--- config.mk ---
export PLATFORM = sky130hd
export DESIGN_NAME = data_fax_auto_answer
export DESIGN_NICKNAME = d
export VERILOG_FILES = /design/src/pkg/faa_pkg.sv /design/src/hdl/data_fax_auto_answer.sv /design/src/hdl/sec_timer.sv
export VERILOG_INCLUDE_DIRS = /design/src /design/src/pkg
export SDC_FILE = /design/constraint.sdc
export NUM_CORES = 1
export LEC_CHECK = 0
export ABC_AREA = 1
export BUFFER_PORTS_ARGS = -buffer_cell sky130_fd_sc_hd__buf_4
export CAP_MARGIN = 20
export CORE_MARGIN = 1.5
export CORE_UTILIZATION = 25
export CTS_CLUSTER_SIZE = 28
export DETAILED_ROUTE_END_ITERATION = 10
export PLACE_DENSITY = 0.47
export SYNTH_ARGS = -nofsm -noshare
export SYNTH_HDL_FRONTEND = slang
export SYNTH_SLANG_ARGS = --single-unit
--- constraint.sdc ---
create_clock -name clk_sys -period 3.49 [get_ports clk_sys]
set_input_delay 0 -clock clk_sys [delete_from_list [all_inputs] [get_ports clk_sys]]
set_output_delay 0 -clock clk_sys [all_outputs]
set_load 0.05 [all_outputs]
--- src/pkg/faa_params.svh ---
/*
 Named constants for the data/fax auto-answer controller: reset values,
 result codes, status bit positions and timing figures.
 Assumes a single 20 MHz system clock.
*/
`ifndef FAA_PARAMS_SVH
`define FAA_PARAMS_SVH

// ---------------------------------------------------------------
// Timing
// ---------------------------------------------------------------
`define FAA_CLK_NS 50
`define FAA_SEC_NS 1000000000
`define FAA_TONE_SEC 8'h03

// ---------------------------------------------------------------
// Reset values
// ---------------------------------------------------------------
`define FAA_TIMEOUT_RESET 8'h06
`define FAA_RING_COUNT_RESET 8'h00

// ---------------------------------------------------------------
// Numeric result codes
// ---------------------------------------------------------------
`define FAA_RES_OK 8'h00
`define FAA_RES_CONNECT 8'h01
`define FAA_RES_RING 8'h02
`define FAA_RES_NO_CARRIER 8'h03
`define FAA_RES_DATA 8'h0D
`define FAA_RES_FAX 8'h0F

// ---------------------------------------------------------------
// Rates and status layout
// ---------------------------------------------------------------
`define FAA_FAX_PORT_RATE 16'h4B00
`define FAA_CD_BIT 7
`define FAA_OFFHOOK_BIT 0
`define FAA_FAXCLASS_BIT 1
`define FAA_AUTO_BIT 2

`endif

--- src/pkg/faa_pkg.sv ---
/*
 Types shared by the auto-answer controller: host command codes and
 the one-hot answer sequence states.
 Assumes faa_params.svh supplies the numeric constants.
*/
package faa_pkg;

	// ---------------------------------------------------------------
	// Host commands
	// ---------------------------------------------------------------
	typedef enum logic [3:0] {
		CMD_AUTO_ANSWER_ENABLE = 4'h1,
		CMD_MANUAL_ANSWER = 4'h2,
		CMD_RETURN_ONLINE = 4'h3,
		CMD_CARRIER_FOLLOW = 4'h4,
		CMD_SET_TIMEOUT = 4'h5,
		CMD_SET_RING_COUNT = 4'h6,
		CMD_OTHER = 4'h7
	} cmd_e;

	// ---------------------------------------------------------------
	// Answer sequence
	// ---------------------------------------------------------------
	typedef enum logic [6:0] {
		ST_IDLE = 7'h01,
		ST_RING = 7'h02,
		ST_HANDSHAKE = 7'h04,
		ST_ONLINE_CMD = 7'h08,
		ST_DATA = 7'h10,
		ST_FAX_TONE = 7'h20,
		ST_FAX_TX = 7'h40
	} state_e;

endpackage

--- src/hdl/data_fax_auto_answer.sv ---
/*
 Data/fax auto-answer controller: answers a call, tries data first,
 falls back to fax after the handshake window, and reports result codes
 and carrier detect to the host.
 Assumes the command parser, data pump and ring detector run on clk_sys
 and hand over decoded events as one-cycle pulses.
*/
// Function
// (RQ1) Enable auto-answer on command, store nonvolatile
// (RQ2) Host enables only while fax class active
// (RQ3) Host switches port rate before call arrives
// (RQ4) Try data first, fall back to fax
// (RQ5) Handshake timeout register, 0-255 s, default 06
// (RQ6) No data signal in window: fax, class 1
// (RQ7) Report ring; manual answer goes off-hook
// (RQ8) Nonzero ring count answers without host
// (RQ9) DATA code only after data connect
// (RQ10) FAX code only after fax connect
// (RQ11) Data connect enters online command mode
// (RQ12) Return-online gives connect with line rate
// (RQ13) Carrier detect follows data connection
// (RQ14) Carrier detect rises before DATA code; raised here in the same cycle as the DATA result
// (RQ15) Carrier detect shown at status bit 7
// (RQ16) Host sends carrier-follow command
// (RQ17) Answer tone waits for handshake window
// (RQ18) FAX message at data rate, class 1
// (RQ19) Three seconds tone, then fax flags
// (RQ20) Fax connect reported at 19200 port rate
// (RQ21) Unknown caller: no carrier, on-hook, data
// (RQ22) Answer after programmed number of rings
// (RQ23) Online command mode answers commands with OK
`timescale 1ns/1ps
`include "faa_params.svh"

module data_fax_auto_answer import faa_pkg::*; #(
	parameter int SEC_CYCLES = `FAA_SEC_NS / `FAA_CLK_NS
) (
	// Clock and reset
	input wire logic clk_sys,
	input wire logic reset,
	// Host commands
	input wire logic cmd_valid,
	input wire logic [3:0] cmd_code,
	input wire logic [7:0] cmd_arg,
	output logic cmd_ready,
	// Host results
	output logic result_valid,
	output logic [7:0] result_code,
	output logic [15:0] result_rate,
	output logic port_rate_fax,
	// Registers and status
	output logic [7:0] data_handshake_timeout,
	output logic [7:0] ring_count_answer,
	output logic [7:0] modem_status,
	// Nonvolatile store
	input wire logic auto_answer_nv_slot,
	output logic nv_write,
	output logic nv_wdata,
	// Line side events
	input wire logic ring_cycle,
	input wire logic ring_ended,
	input wire logic data_connected,
	input wire logic caller_unknown,
	input wire logic carrier_lost,
	input wire logic [15:0] line_rate,
	// Line side controls
	output logic off_hook,
	output logic answer_tone,
	output logic fax_hdlc_flags,
	output logic fax_service_class,
	output logic carrier_detect
);

	// ---------------------------------------------------------------
	// State and stored settings
	// ---------------------------------------------------------------
	state_e state, next_state;
	logic auto_enable, carrier_follow, cd_conn, nv_loaded;
	logic [7:0] rings;
	logic next_valid;
	logic [7:0] next_code;
	logic [15:0] next_rate;
	logic hs_start, hs_done, tone_start, tone_done;

	wire st_idle = (state == ST_IDLE);
	wire st_ring = (state == ST_RING);
	wire st_hs = (state == ST_HANDSHAKE);
	wire st_online = (state == ST_ONLINE_CMD);
	wire st_data = (state == ST_DATA);
	wire st_tone = (state == ST_FAX_TONE);
	wire st_fax = (state == ST_FAX_TX);

	// ---------------------------------------------------------------
	// Command decode
	// ---------------------------------------------------------------
	// Commands are refused while the line owns the sequence, so a line
	// event and a host command never compete for the one result slot.
	wire line_evt = (st_idle & ring_cycle) | (st_ring & (ring_cycle | ring_ended)) | (st_online & carrier_lost);
	assign cmd_ready = (st_idle | st_ring | st_online) & ~line_evt;
	wire cmd_take = cmd_valid & cmd_ready;
	wire cmd_enable = cmd_take & (cmd_code == CMD_AUTO_ANSWER_ENABLE);
	wire cmd_answer = cmd_take & (cmd_code == CMD_MANUAL_ANSWER);
	wire cmd_online = cmd_take & (cmd_code == CMD_RETURN_ONLINE);
	wire cmd_follow = cmd_take & (cmd_code == CMD_CARRIER_FOLLOW);
	wire cmd_timeout = cmd_take & (cmd_code == CMD_SET_TIMEOUT);
	wire cmd_rings = cmd_take & (cmd_code == CMD_SET_RING_COUNT);
	wire [7:0] rings_now = rings + 8'h01;
	wire ring_auto = (ring_count_answer != 8'h00) & (rings_now >= ring_count_answer);

	// ---------------------------------------------------------------
	// Timers
	// ---------------------------------------------------------------
	sec_timer #(.SEC_CYCLES(SEC_CYCLES)) u_hs_timer (
		.clk_sys(clk_sys),
		.reset(reset),
		.start(hs_start),
		.abort(~st_hs),
		.secs(data_handshake_timeout),
		.busy(),
		.done(hs_done)
	);

	sec_timer #(.SEC_CYCLES(SEC_CYCLES)) u_tone_timer (
		.clk_sys(clk_sys),
		.reset(reset),
		.start(tone_start),
		.abort(~st_tone),
		.secs(`FAA_TONE_SEC),
		.busy(),
		.done(tone_done)
	);

	// ---------------------------------------------------------------
	// Answer sequence
	// ---------------------------------------------------------------
	always_comb begin
		next_state = state;
		next_valid = 1'b0;
		next_code = `FAA_RES_OK;
		next_rate = 16'h0000;
		hs_start = 1'b0;
		tone_start = 1'b0;
		case (state)
			ST_IDLE: begin
				if (ring_cycle) begin
					next_valid = 1'b1; // see (RQ7)
					next_code = `FAA_RES_RING;
					if (auto_enable & ring_auto) begin
						next_state = ST_HANDSHAKE; // see (RQ8)
						hs_start = 1'b1;
					end else if (auto_enable) begin
						next_state = ST_RING;
					end
				end else if (cmd_take) begin
					next_valid = 1'b1;
				end
			end
			ST_RING: begin
				if (ring_cycle) begin
					next_valid = 1'b1;
					next_code = `FAA_RES_RING;
					if (ring_auto) begin
						next_state = ST_HANDSHAKE; // see (RQ22)
						hs_start = 1'b1;
					end
				end else if (ring_ended) begin
					next_state = ST_IDLE;
				end else if (cmd_answer) begin
					next_state = ST_HANDSHAKE; // see (RQ7)
					hs_start = 1'b1;
				end else if (cmd_take) begin
					next_valid = 1'b1;
				end
			end
			ST_HANDSHAKE: begin
				// Data wins when it lands in the same cycle as the window end
				if (data_connected) begin
					next_state = ST_ONLINE_CMD; // see (RQ4) (RQ11)
					next_valid = 1'b1;
					next_code = `FAA_RES_DATA; // see (RQ9)
				end else if (caller_unknown) begin
					next_state = ST_IDLE; // see (RQ21)
					next_valid = 1'b1;
					next_code = `FAA_RES_NO_CARRIER;
				end else if (hs_done) begin
					next_state = ST_FAX_TONE; // see (RQ6) (RQ17)
					next_valid = 1'b1;
					next_code = `FAA_RES_FAX; // see (RQ10) (RQ18)
					tone_start = 1'b1;
				end
			end
			ST_ONLINE_CMD: begin
				if (carrier_lost) begin
					next_state = ST_IDLE;
					next_valid = 1'b1;
					next_code = `FAA_RES_NO_CARRIER;
				end else if (cmd_online) begin
					next_state = ST_DATA; // see (RQ12)
					next_valid = 1'b1;
					next_code = `FAA_RES_CONNECT;
					next_rate = line_rate;
				end else if (cmd_take) begin
					next_valid = 1'b1; // see (RQ23)
				end
			end
			ST_DATA, ST_FAX_TONE, ST_FAX_TX: begin
				if (carrier_lost) begin
					next_state = ST_IDLE;
					next_valid = 1'b1;
					next_code = `FAA_RES_NO_CARRIER;
				end else if (st_tone & tone_done) begin
					next_state = ST_FAX_TX; // see (RQ19)
					next_valid = 1'b1;
					next_code = `FAA_RES_CONNECT;
					next_rate = `FAA_FAX_PORT_RATE; // see (RQ20)
				end
			end
			default: begin
				next_state = ST_IDLE;
			end
		endcase
	end

	always_ff @(posedge clk_sys or posedge reset) begin
		if (reset) begin
			state <= ST_IDLE;
			result_valid <= 1'b0;
			result_code <= `FAA_RES_OK;
			result_rate <= 16'h0000;
		end else begin
			state <= next_state;
			result_valid <= next_valid;
			result_code <= next_code;
			result_rate <= next_rate;
		end
	end

	always_ff @(posedge clk_sys or posedge reset) begin
		if (reset) begin
			rings <= 8'h00;
		end else if (st_idle | ring_ended) begin
			rings <= ring_cycle ? 8'h01 : 8'h00;
		end else if (st_ring & ring_cycle) begin
			rings <= rings_now;
		end
	end

	// ---------------------------------------------------------------
	// Settings
	// ---------------------------------------------------------------
	// The stored enable is picked up one cycle after reset release,
	// never inside the reset branch, so the reset value stays constant.
	always_ff @(posedge clk_sys or posedge reset) begin
		if (reset) begin
			nv_loaded <= 1'b0;
			auto_enable <= 1'b0;
		end else if (!nv_loaded) begin
			nv_loaded <= 1'b1;
			auto_enable <= auto_answer_nv_slot;
		end else if (cmd_enable) begin
			auto_enable <= cmd_arg[0]; // see (RQ1)
		end
	end

	always_ff @(posedge clk_sys or posedge reset) begin
		if (reset) begin
			nv_write <= 1'b0;
			nv_wdata <= 1'b0;
		end else begin
			nv_write <= cmd_enable; // see (RQ1)
			nv_wdata <= cmd_enable ? cmd_arg[0] : nv_wdata;
		end
	end

	always_ff @(posedge clk_sys or posedge reset) begin
		if (reset) begin
			data_handshake_timeout <= `FAA_TIMEOUT_RESET; // see (RQ5)
			ring_count_answer <= `FAA_RING_COUNT_RESET;
			carrier_follow <= 1'b0;
		end else begin
			data_handshake_timeout <= cmd_timeout ? cmd_arg : data_handshake_timeout;
			ring_count_answer <= cmd_rings ? cmd_arg : ring_count_answer;
			carrier_follow <= cmd_follow ? cmd_arg[0] : carrier_follow;
		end
	end

	// ---------------------------------------------------------------
	// Line controls and status
	// ---------------------------------------------------------------
	always_ff @(posedge clk_sys or posedge reset) begin
		if (reset) begin
			cd_conn <= 1'b0;
			fax_service_class <= 1'b1;
		end else begin
			// Raised on the connect edge, in the same cycle as the DATA result
			cd_conn <= (next_state == ST_ONLINE_CMD) | (next_state == ST_DATA); // see (RQ13) (RQ14)
			if (hs_start)
				fax_service_class <= 1'b0;
			else if (st_hs & hs_done & ~data_connected & ~caller_unknown)
				fax_service_class <= 1'b1; // see (RQ6) (RQ18)
		end
	end

	// Without carrier-follow the indicator is held on, as plain modems do
	assign carrier_detect = carrier_follow ? cd_conn : 1'b1; // see (RQ13)
	assign off_hook = st_hs | st_online | st_data | st_tone | st_fax;
	assign answer_tone = st_tone; // see (RQ19)
	assign fax_hdlc_flags = st_fax;
	// The FAX message itself still goes out at the data rate
	assign port_rate_fax = st_fax; // see (RQ18) (RQ20)
	assign modem_status = {carrier_detect, 4'h0, auto_enable, fax_service_class, off_hook}; // see (RQ15)

	// ---------------------------------------------------------------
	// Checks
	// ---------------------------------------------------------------
	logic [39:0] hs_cnt, tone_cnt;
	always_ff @(posedge clk_sys or posedge reset) begin
		if (reset) begin
			hs_cnt <= 40'h0;
			tone_cnt <= 40'h0;
		end else begin
			hs_cnt <= st_hs ? hs_cnt + 40'h1 : 40'h0;
			tone_cnt <= st_tone ? tone_cnt + 40'h1 : 40'h0;
		end
	end

	property p_cd_status;
		@(posedge clk_sys) disable iff (reset)
		modem_status[`FAA_CD_BIT] == (carrier_follow ? (st_online | st_data) : 1'b1);
	endproperty
	a_cd_status: assert property (p_cd_status) else $error("status bit 7 differs from connection"); // see (RQ15) (RQ13)

	property p_cd_before_data;
		@(posedge clk_sys) disable iff (reset)
		result_valid && result_code == `FAA_RES_DATA |-> cd_conn && st_online;
	endproperty
	a_cd_before_data: assert property (p_cd_before_data) else $error("DATA reported without carrier"); // see (RQ14)

	property p_fax_class;
		@(posedge clk_sys) disable iff (reset)
		result_valid && result_code == `FAA_RES_FAX |-> fax_service_class && st_tone && !port_rate_fax;
	endproperty
	a_fax_class: assert property (p_fax_class) else $error("FAX without class 1 or tone"); // see (RQ18)

	property p_window;
		@(posedge clk_sys) disable iff (reset)
		st_hs && hs_done && data_handshake_timeout != 8'h00 |->
		longint'(hs_cnt) == longint'(data_handshake_timeout) * SEC_CYCLES - 1;
	endproperty
	a_window: assert property (p_window) else $error("handshake window length wrong"); // see (RQ5)

	property p_tone_len;
		@(posedge clk_sys) disable iff (reset)
		st_tone && tone_done |-> longint'(tone_cnt) == longint'(`FAA_TONE_SEC) * longint'(SEC_CYCLES) - 1;
	endproperty
	a_tone_len: assert property (p_tone_len) else $error("answer tone length wrong"); // see (RQ19)

	property p_fax_connect;
		@(posedge clk_sys) disable iff (reset)
		st_tone && tone_done && !carrier_lost |=> st_fax && result_valid &&
		result_code == `FAA_RES_CONNECT && result_rate == `FAA_FAX_PORT_RATE;
	endproperty
	a_fax_connect: assert property (p_fax_connect) else $error("fax connect rate wrong"); // see (RQ20)

	property p_online;
		@(posedge clk_sys) disable iff (reset)
		st_online && cmd_online |=> st_data && result_valid && result_code == `FAA_RES_CONNECT &&
		result_rate == $past(line_rate);
	endproperty
	a_online: assert property (p_online) else $error("return online not connected"); // see (RQ12)

	property p_online_ok;
		@(posedge clk_sys) disable iff (reset)
		st_online && cmd_take && !cmd_online |=> st_online && result_valid && result_code == `FAA_RES_OK;
	endproperty
	a_online_ok: assert property (p_online_ok) else $error("online command not answered OK"); // see (RQ23)

	property p_unknown;
		@(posedge clk_sys) disable iff (reset)
		st_hs && caller_unknown && !data_connected |=> !off_hook && !fax_service_class &&
		result_code == `FAA_RES_NO_CARRIER;
	endproperty
	a_unknown: assert property (p_unknown) else $error("unknown caller not dropped"); // see (RQ21)

	property p_manual;
		@(posedge clk_sys) disable iff (reset) st_ring && cmd_answer |=> st_hs && off_hook;
	endproperty
	a_manual: assert property (p_manual) else $error("manual answer did not seize line"); // see (RQ7)

	c_data: cover property (@(posedge clk_sys) disable iff (reset) st_online ##1 st_data);
	c_fax: cover property (@(posedge clk_sys) disable iff (reset) st_tone ##1 st_fax);
	c_unknown: cover property (@(posedge clk_sys) disable iff (reset) st_hs && caller_unknown);
	c_auto_ring: cover property (@(posedge clk_sys) disable iff (reset) st_ring && ring_cycle && ring_auto);

endmodule // data_fax_auto_answer

--- src/hdl/sec_timer.sv ---
/*
 Whole-second down timer used for the handshake window and the answer
 tone. Assumes start is a one-cycle pulse on the system clock.
*/
`timescale 1ns/1ps
`include "faa_params.svh"

module sec_timer #(
	parameter int SEC_CYCLES = 20000000
) (
	// Clock and reset
	input wire logic clk_sys,
	input wire logic reset,
	// Control
	input wire logic start,
	input wire logic abort,
	input wire logic [7:0] secs,
	// Status
	output logic busy,
	output logic done
);
	localparam int CW = $clog2(SEC_CYCLES + 1);

	logic [CW-1:0] cyc;
	logic [7:0] sec;
	wire sec_end = (cyc == CW'(SEC_CYCLES - 1));

	// Zero seconds ends at once, so a zero window is not a full wrap
	assign done = busy & ((sec == 8'h00) | (sec_end & (sec == 8'h01)));

	always_ff @(posedge clk_sys or posedge reset) begin
		if (reset) begin
			busy <= 1'b0;
			cyc <= '0;
			sec <= 8'h00;
		end else if (start) begin
			busy <= 1'b1;
			cyc <= '0;
			sec <= secs;
		end else if (abort | done) begin
			busy <= 1'b0;
		end else if (busy) begin
			cyc <= sec_end ? '0 : cyc + 1'b1;
			sec <= sec_end ? sec - 8'h01 : sec;
		end
	end

endmodule // sec_timer

==> results of run 1 <==
## through the flow
step / cells / setup WS, ns / hold slack (ns) / total power [W]
2_1_floorplan: 1087 / 0.141 / 0.106 / 0.00296
3_3_place_gp: 1548 / 0.487 / 0.221 / 0.00341
3_5_place_dp: 1548 / 0.358 / 0.223 / 0.00341
4_1_cts: 1619 / 0.356 / 0.00859 / 0.00532
5_1_grt: 1620 / 0.0522 / 0.0629 / 0.00554
6_report: 1620 / 0.386 / 0.0230 / 0.00525
## where the power goes
group | internal [W] | leakage (nW) | total [W] | switching [W]
clock network | 0.00106 | 0.277 | 0.00182 | 0.000762
logic | 0.000521 | 3.01 | 0.00161 | 0.00109
registers | 0.00164 | 1.65 | 0.00182 | 0.000173
## flip-flops by register name (all words and copies together) (netlist names)
register                count
u_tone_timer.busy           1
u_tone_timer.cyc           25
auto_enable                 1
rings                       8
u_hs_timer.sec              8
u_hs_timer.cyc             25
state                       7
cd_conn                     1
fax_service_class           1
nv_loaded                   1
result_code                 3
carrier_follow              1
u_hs_timer.busy             1
nv_wdata                    1
nv_write                    1
result_valid                1
result_rate                16
ring_count_answer           8
data_handshake_timeout      8
u_tone_timer.sec            8
## logic make-up (layout without fill, tap and decap cells)
family	after synthesis	count (layout)
muxes	1	1
xor gates and xnor gates	40	40
other	2	10
and+or+nand+nor	593	593
DFF	126	126
adders and majority gates	15	15
AOI/OAI and AO/OA	101	101
buffers and inverters	202	332
## worst max-delay path by stage
stage	startpoint	endpoint	slack, ns
5_1_grt	rings[2]	u_hs_timer.cyc[4]	0.05
3_5_place_dp	rings[2]	u_hs_timer.cyc[1]	0.36
3_3_place_gp	rings[2]	u_hs_timer.cyc[1]	0.49
2_1_floorplan	reset	auto_enable	0.14
6_report	rings[2]	u_hs_timer.cyc[1]	0.39
4_1_cts	rings[2]	u_hs_timer.cyc[4]	0.36
## worst max-delay path, stage by stage (launching register included)
cell and delay (ns):
dfrtp_1 0.37, inv_1 0.06, nor3_1 0.29, nand3_1 0.17, nor2_1 0.12, nand2_1 0.07, xor2_1 0.17, inv_1 0.07
ha_1 0.29, nand2_1 0.10, nor2_1 0.05, nor3_1 0.13, nand2_1 0.07, nand2_1 0.13, inv_1 0.12, nand3_1 0.13
buf_4 0.21, nand2_4 0.11, inv_2 0.21, nand3_1 0.09, o21ai_0 0.08
## cell type report
cell class,instances,share of cell area (%)
multi-input combinational,759,39.7
sequential,126,31.8
timing repair buffer,137,11.3
inverter,163,6.21
tap,402,5.06
clock buffer,17,4.28
clock inverter,15,1.62
antenna,1,0.0252
## placed cells by master (no fill, tap or decap), types with 10 or more instances in the layout
cell             n
xor2_1          36
o21ai_1         12
nand2_2         10
dlygate4sd3_1   39
nand4_1         51
inv_1          156
nor2_1         121
nand2_1        246
dfrtp_1        122
clkbuf_16       17
a21oi_1         25
nor4_1          15
o21ai_0         45
ha_1            15
buf_4           98
nor3_1          34
nand3_1         86
## Yosys cell counts, drive strengths merged (2+ instances only)
cell    instances  area (um^2)
nand3b          3         22.5
ha             15          188
nand2         260         1030
xor2           36          315
conb            2         7.51
o21ai          60          312
nor4           17          121
o22ai           4         25.0
nand3          91          488
a21oi          27          143
o211ai          3         41.3
dfrtp         122         3050
dfstp           4          105
nor2          127          497
o31ai           4         30.0
clkbuf          7         26.3
nor3           37          200
nand4          56          399
xnor2           4         35.0
inv           162          608
buf            32          230
## metal layers
layer  vias to the layer above  GRT usage (%)
met4                         0           5.30
met2                       138           24.3
met5                         -              0
met1                      3506           18.0
met3                        32           3.25
li1                       3742              -
## what timing repair did
item / CTS / global route
resized for setup: 0 / 0
setup endpoints to repair: 0 / 0
endpoints found under the hold margin: 144 / 0
hold buffers: 39 / 0
==> impl_metrics.py, run 1 <==
metrics = {
    "run_status": {
        "outcome": "completed",
    },
    "grt": {
        "grt_usage_pct": 14.4,
        "grt_max_degree": 102,
        "grt_pass1_vias": 7426,
        "grt-ovfl-total": 0,
        "grt_pass1_wl_mm": 37.9,
        "antenna_found_initial": 1,
    },
    "clocking": {
        "h-tree-depth": 4,
        "tritoncts": "done",
        "post_cts_buffers": 0,
        "path_clk_slew_ns": 0.06,
        "clk_path_buf_depth": 2,
        "clock-root-buffer": "clkbuf_16",
        "cts.sinks": 126,
        "insertion_delay_ns": 0.44,
        "numCtsBuffers": 17,
    },
    "critical_path": {
        "cp_max_fo": 12,
        "r2r_end": "u_hs_timer.cyc[1]",
        "worstPathArrival_ns": 3.46,
        "critPathLaunchType": "flop",
        "end_kind": "flop",
        "cp.required_ns": 3.85,
        "r2r_start": "rings[2]",
        "rrSetupSlack_ns": 0.39,
        "crit_type": "reg2reg",
        "rr_worst_depth": 20,
    },
    "sta": {
        "fin_crit_ns": 3.10,
        "worstMarginPinSlew_ns": 1.03,
        "min_period_over_period_pct": 88.9,
        "hold_violations": 0,
        "setup_violations": 0,
        "final-max-slew-violation-count": 0,
        "tns_ns": 0,
        "fmax_mhz": 322,
        "rsz0062_at_grt": "false",
        "relSlewSlack_pct": 31.6,
        "fin_skew_ns": 0.0126,
    },
    "synth": {
        "synth_top_family_by_area": "simple AND/OR/NAND/NOR gates",
        "seq_area_frac_synth_pct": 39.8,
        "ys_async_sr_fraction_pct": 100,
        "yosys.area_share.simple_pct": 35.0,
        "synth-seq-cells": 126,
        "avgSynthCellArea_um2": 7.35,
        "synth_compound_area_share_pct": 7.24,
        "synth-xor-area-share_pct": 4.42,
        "ys.flop_type": "dfrtp_1",
        "synthDistinctLibCells": 46,
        "syn_area_um2": 7940,
        "synth-edff-count": 0,
        "synthMuxAreaShare_pct": 0.142,
        "synthCells": 1080,
        "synth-warning-count": 0,
        "synth_fa_ha_area_share_pct": 2.37,
    },
    "drt": {
        "routed_via_density": 4.58,
        "met1_length_mm": 10.4,
        "wire_per_inst_um": 13.9,
        "drc": 0,
        "vias": 7418,
        "route.met2.wl_mm": 10.9,
        "ant_nets": 0,
        "drtIter0Drc": 516,
        "wl_mm": 22.5,
        "top_layer_used": "met4",
        "drt_first_pass_iters": 5,
        "wl_met3_um": 862,
    },
    "final_layout": {
        "n_fill_cell": 3446,
        "final_cell_area_um2": 9930,
        "final_nets": 1256,
        "regArea_um2": 3160,
        "final_util_pct": 31.6,
        "area_growth_pct": 25.2,
        "multiInputGateArea_um2": 3940,
        "drive_above_1_share_pct": 15.2,
    },
    "floorplanning": {
        "coreArea_um2": 31400,
        "fp.dieArea_um2": 32800,
        "die_w_um": 181,
        "die_y_um": 181,
        "io_pins": 95,
        "start_util_pct": 25.3,
        "row_count": 65,
    },
    "hold_path": {
        "whs_path_depth": 4,
        "worstHoldStart": "cmd_code[1]",
        "hold_class": "in2reg",
        "holdPathEnd": "carrier_follow",
    },
    "placed_design": {
        "portBuffers": 86,
        "gp_congestion": 0.882,
        "dp_hpwl_mm": 16.5,
        "placedInstanceArea_um2": 8950,
    },
    "power": {
        "power.density_nw_per_um2": 528,
        "leakage_nw": 4.94,
        "irDropWorstVdd_v": 0.000462,
    },
    "run": {
        "cap_violations": 0,
    },
}
Power figures use the tool's default switching activity.
==> run 2: changes to the inputs <==
Settings changed: PLACE_DENSITY 0.47 to 0.46.
Clock period 3.49 ns to 3.4 ns, I/O delays scaled along.
==> impl_metrics.py, run 2 (synthesis results as in run 1) <==
metrics = {
    "run_status": {
        "outcome": "completed",
    },
    "drt": {
        "drtIter0Drc": 386,
        "drt_first_pass_iters": 5,
        "vias": 7341,
        "wire_per_inst_um": 14.3,
        "wl_mm": 23.1,
        "routed_via_density": 4.54,
        "drc": 0,
        "ant_nets": 0,
    },
    "critical_path": {
        "cpPeakStageDelay_ns": 0.38,
        "cp_max_fo": 12,
        "crit_family": "simple AND/OR/NAND/NOR gates",
        "end_kind": "flop",
        "r2r_start": "rings[2]",
        "slowest_stage": "dfrtp_1",
        "crit_start": "rings[2]",
        "path_cells": "inv_1, nor3_2, nand3_1, nor2_1, nand2_1, xor2_1, inv_1, ha_1, nand2_1, inv_1, nor3_1, nand2_1, nand2_1, inv_1, nand3_1, buf_4, nand2_4, inv_2, nand3_1, o21ai_0",
        "worstPathArrival_ns": 3.30,
        "crit_type": "reg2reg",
        "critPathLaunchType": "flop",
        "cp.required_ns": 3.75,
        "critPathBufInv": 6,
    },
    "hold_path": {
        "hold_class": "in2reg",
        "worstHoldStart": "cmd_code[1]",
    },
    "final_layout": {
        "area_growth_pct": 25.0,
        "final_cell_area_um2": 9920,
        "multiInputGateArea_um2": 3940,
        "layout_commonest_cell": "nand2_1",
        "final_nets": 1254,
        "mostFrequentLayoutCells": "nand2_1 (246), inv_1 (156), dfrtp_1 (122)",
        "drive_above_1_share_pct": 15.1,
        "n_antenna_cell": 0,
        "reg_top3": "u_hs_timer.cyc (25), u_tone_timer.cyc (25), result_rate (16)",
        "n_fill_cell": 3403,
        "regArea_um2": 3160,
    },
    "clocking": {
        "h-tree-depth": 4,
        "path_clk_slew_ns": 0.06,
        "insertion_delay_ns": 0.43,
        "numCtsBuffers": 17,
        "post_cts_buffers": 0,
        "cts.sinks": 126,
        "clk_path_buf_depth": 2,
        "clock-root-buffer": "clkbuf_16",
        "tritoncts": "done",
    },
    "power": {
        "p_int_w": 0.00336,
        "p_sw_w": 0.00204,
        "leakage_nw": 4.94,
        "irDropWorstVdd_v": 0.000700,
        "pwr-share-clk_pct": 35.1,
        "power_frac_seq_pct": 34.4,
        "pwr-share-comb_pct": 30.5,
        "switching_share_pct": 37.7,
        "power_w": 0.00540,
        "power.density_nw_per_um2": 545,
    },
    "sta": {
        "fin_crit_ns": 2.96,
        "tns_ns": 0,
        "rsz0062_at_grt": "false",
        "worstMarginPinSlew_ns": 0.863,
        "hold_violations": 0,
        "final-max-slew-violation-count": 0,
        "fmax_mhz": 338,
        "fin_hold_ws_ns": 0.0418,
        "fin_skew_ns": 0.0103,
        "setup_violations": 0,
        "setup_slack_ns": 0.445,
        "min_period_over_period_pct": 86.9,
        "relSlewSlack_pct": 42.5,
    },
    "floorplanning": {
        "start_util_pct": 25.3,
        "fp.dieArea_um2": 32800,
        "die_y_um": 181,
        "io_pins": 95,
        "coreArea_um2": 31400,
        "die_w_um": 181,
        "row_count": 65,
    },
    "grt": {
        "grt-ovfl-total": 0,
        "grt_pass1_vias": 7366,
        "grt_max_degree": 88,
        "grt_usage_pct": 14.9,
        "grt_pass1_wl_mm": 38.9,
        "antenna_found_initial": 0,
    },
    "placed_design": {
        "dp_worst_setup_slack_ns": 0.325,
        "dp_hpwl_mm": 17.0,
        "placedInstanceArea_um2": 8950,
        "portBuffers": 86,
        "gp_congestion": 0.875,
    },
    "run": {
        "cap_violations": 0,
    },
}
## run 2: changes by cell type in the layout (fill, tap and decap cells not counted), moves of 2 or more
cell           delta
clkinv_2          +2
clkinv_4          +2
clkinvlp_4        -2
dlygate4sd3_1     -2
inv_6             -4
## run 2: routing by layer
metal / track usage [%] / up-vias / wire, um / share of wire [%]
li1: - / 3733 / - / -
met1: 19.2 / 3457 / 10900 / 47
met2: 24.8 / 129 / 11000 / 48
met3: 2.90 / 22 / 781 / 3.4
met4: 5.20 / 0 / 447 / 1.9
met5: 0 / - / 0 / 0
## run 2: tightest hold or removal path: stages
cell and delay, ns:
buf_4 0.08, inv_1 0.11, nand4_1 0.15, o21ai_0 0.08
## run 2: repair_timing
| item | in CTS | in global routing |
|---|---|---|
| endpoints found under the setup margin | 0 | 17 |
| hold buffers | 37 | 0 |
| resized for setup | 0 | 1 |
| hold endpoints to repair | 130 | 0 |
## run 2: stage by stage
step / cells / util, %
finish: 1617 / 31.6
global route: 1617 / 31.6
CTS: 1617 / 31.6
detailed placement: 1548 / 28.5
global placement: 1548 / 28.5
floorplan: 1087 / -
## run 2: final timing paths
check                                            end  slack [ns]  depth (start not counted)
setup / recovery                   u_hs_timer.cyc[1]        0.44                         20
hold / removal                        carrier_follow        0.04                          4
setup reg to reg                   u_hs_timer.cyc[1]        0.44                         20
hold reg to reg                  u_tone_timer.sec[7]        0.47                          2
max in group asynchronous  data_handshake_timeout[2]        2.19                          4
min in group asynchronous             result_code[2]        0.28                          3
## run 2: cell type report
cell class	count	area share, %
Multi-Input combinational cell	759	39.7
Sequential cell	126	31.8
Timing Repair Buffer	135	11.1
Inverter	163	6.22
Tap cell	402	5.07
Clock buffer	18	4.33
Clock inverter	14	1.70
## run 2: power groups by stage
stage / Clock (W) / Sequential (W) / Combinational (W)
floorplan: 0 / 0.00218 / 0.000858
global placement: 0 / 0.00190 / 0.00162
detailed placement: 0 / 0.00189 / 0.00162
CTS: 0.00196 / 0.00186 / 0.00166
global route: 0.00202 / 0.00189 / 0.00181
finish: 0.00190 / 0.00186 / 0.00165
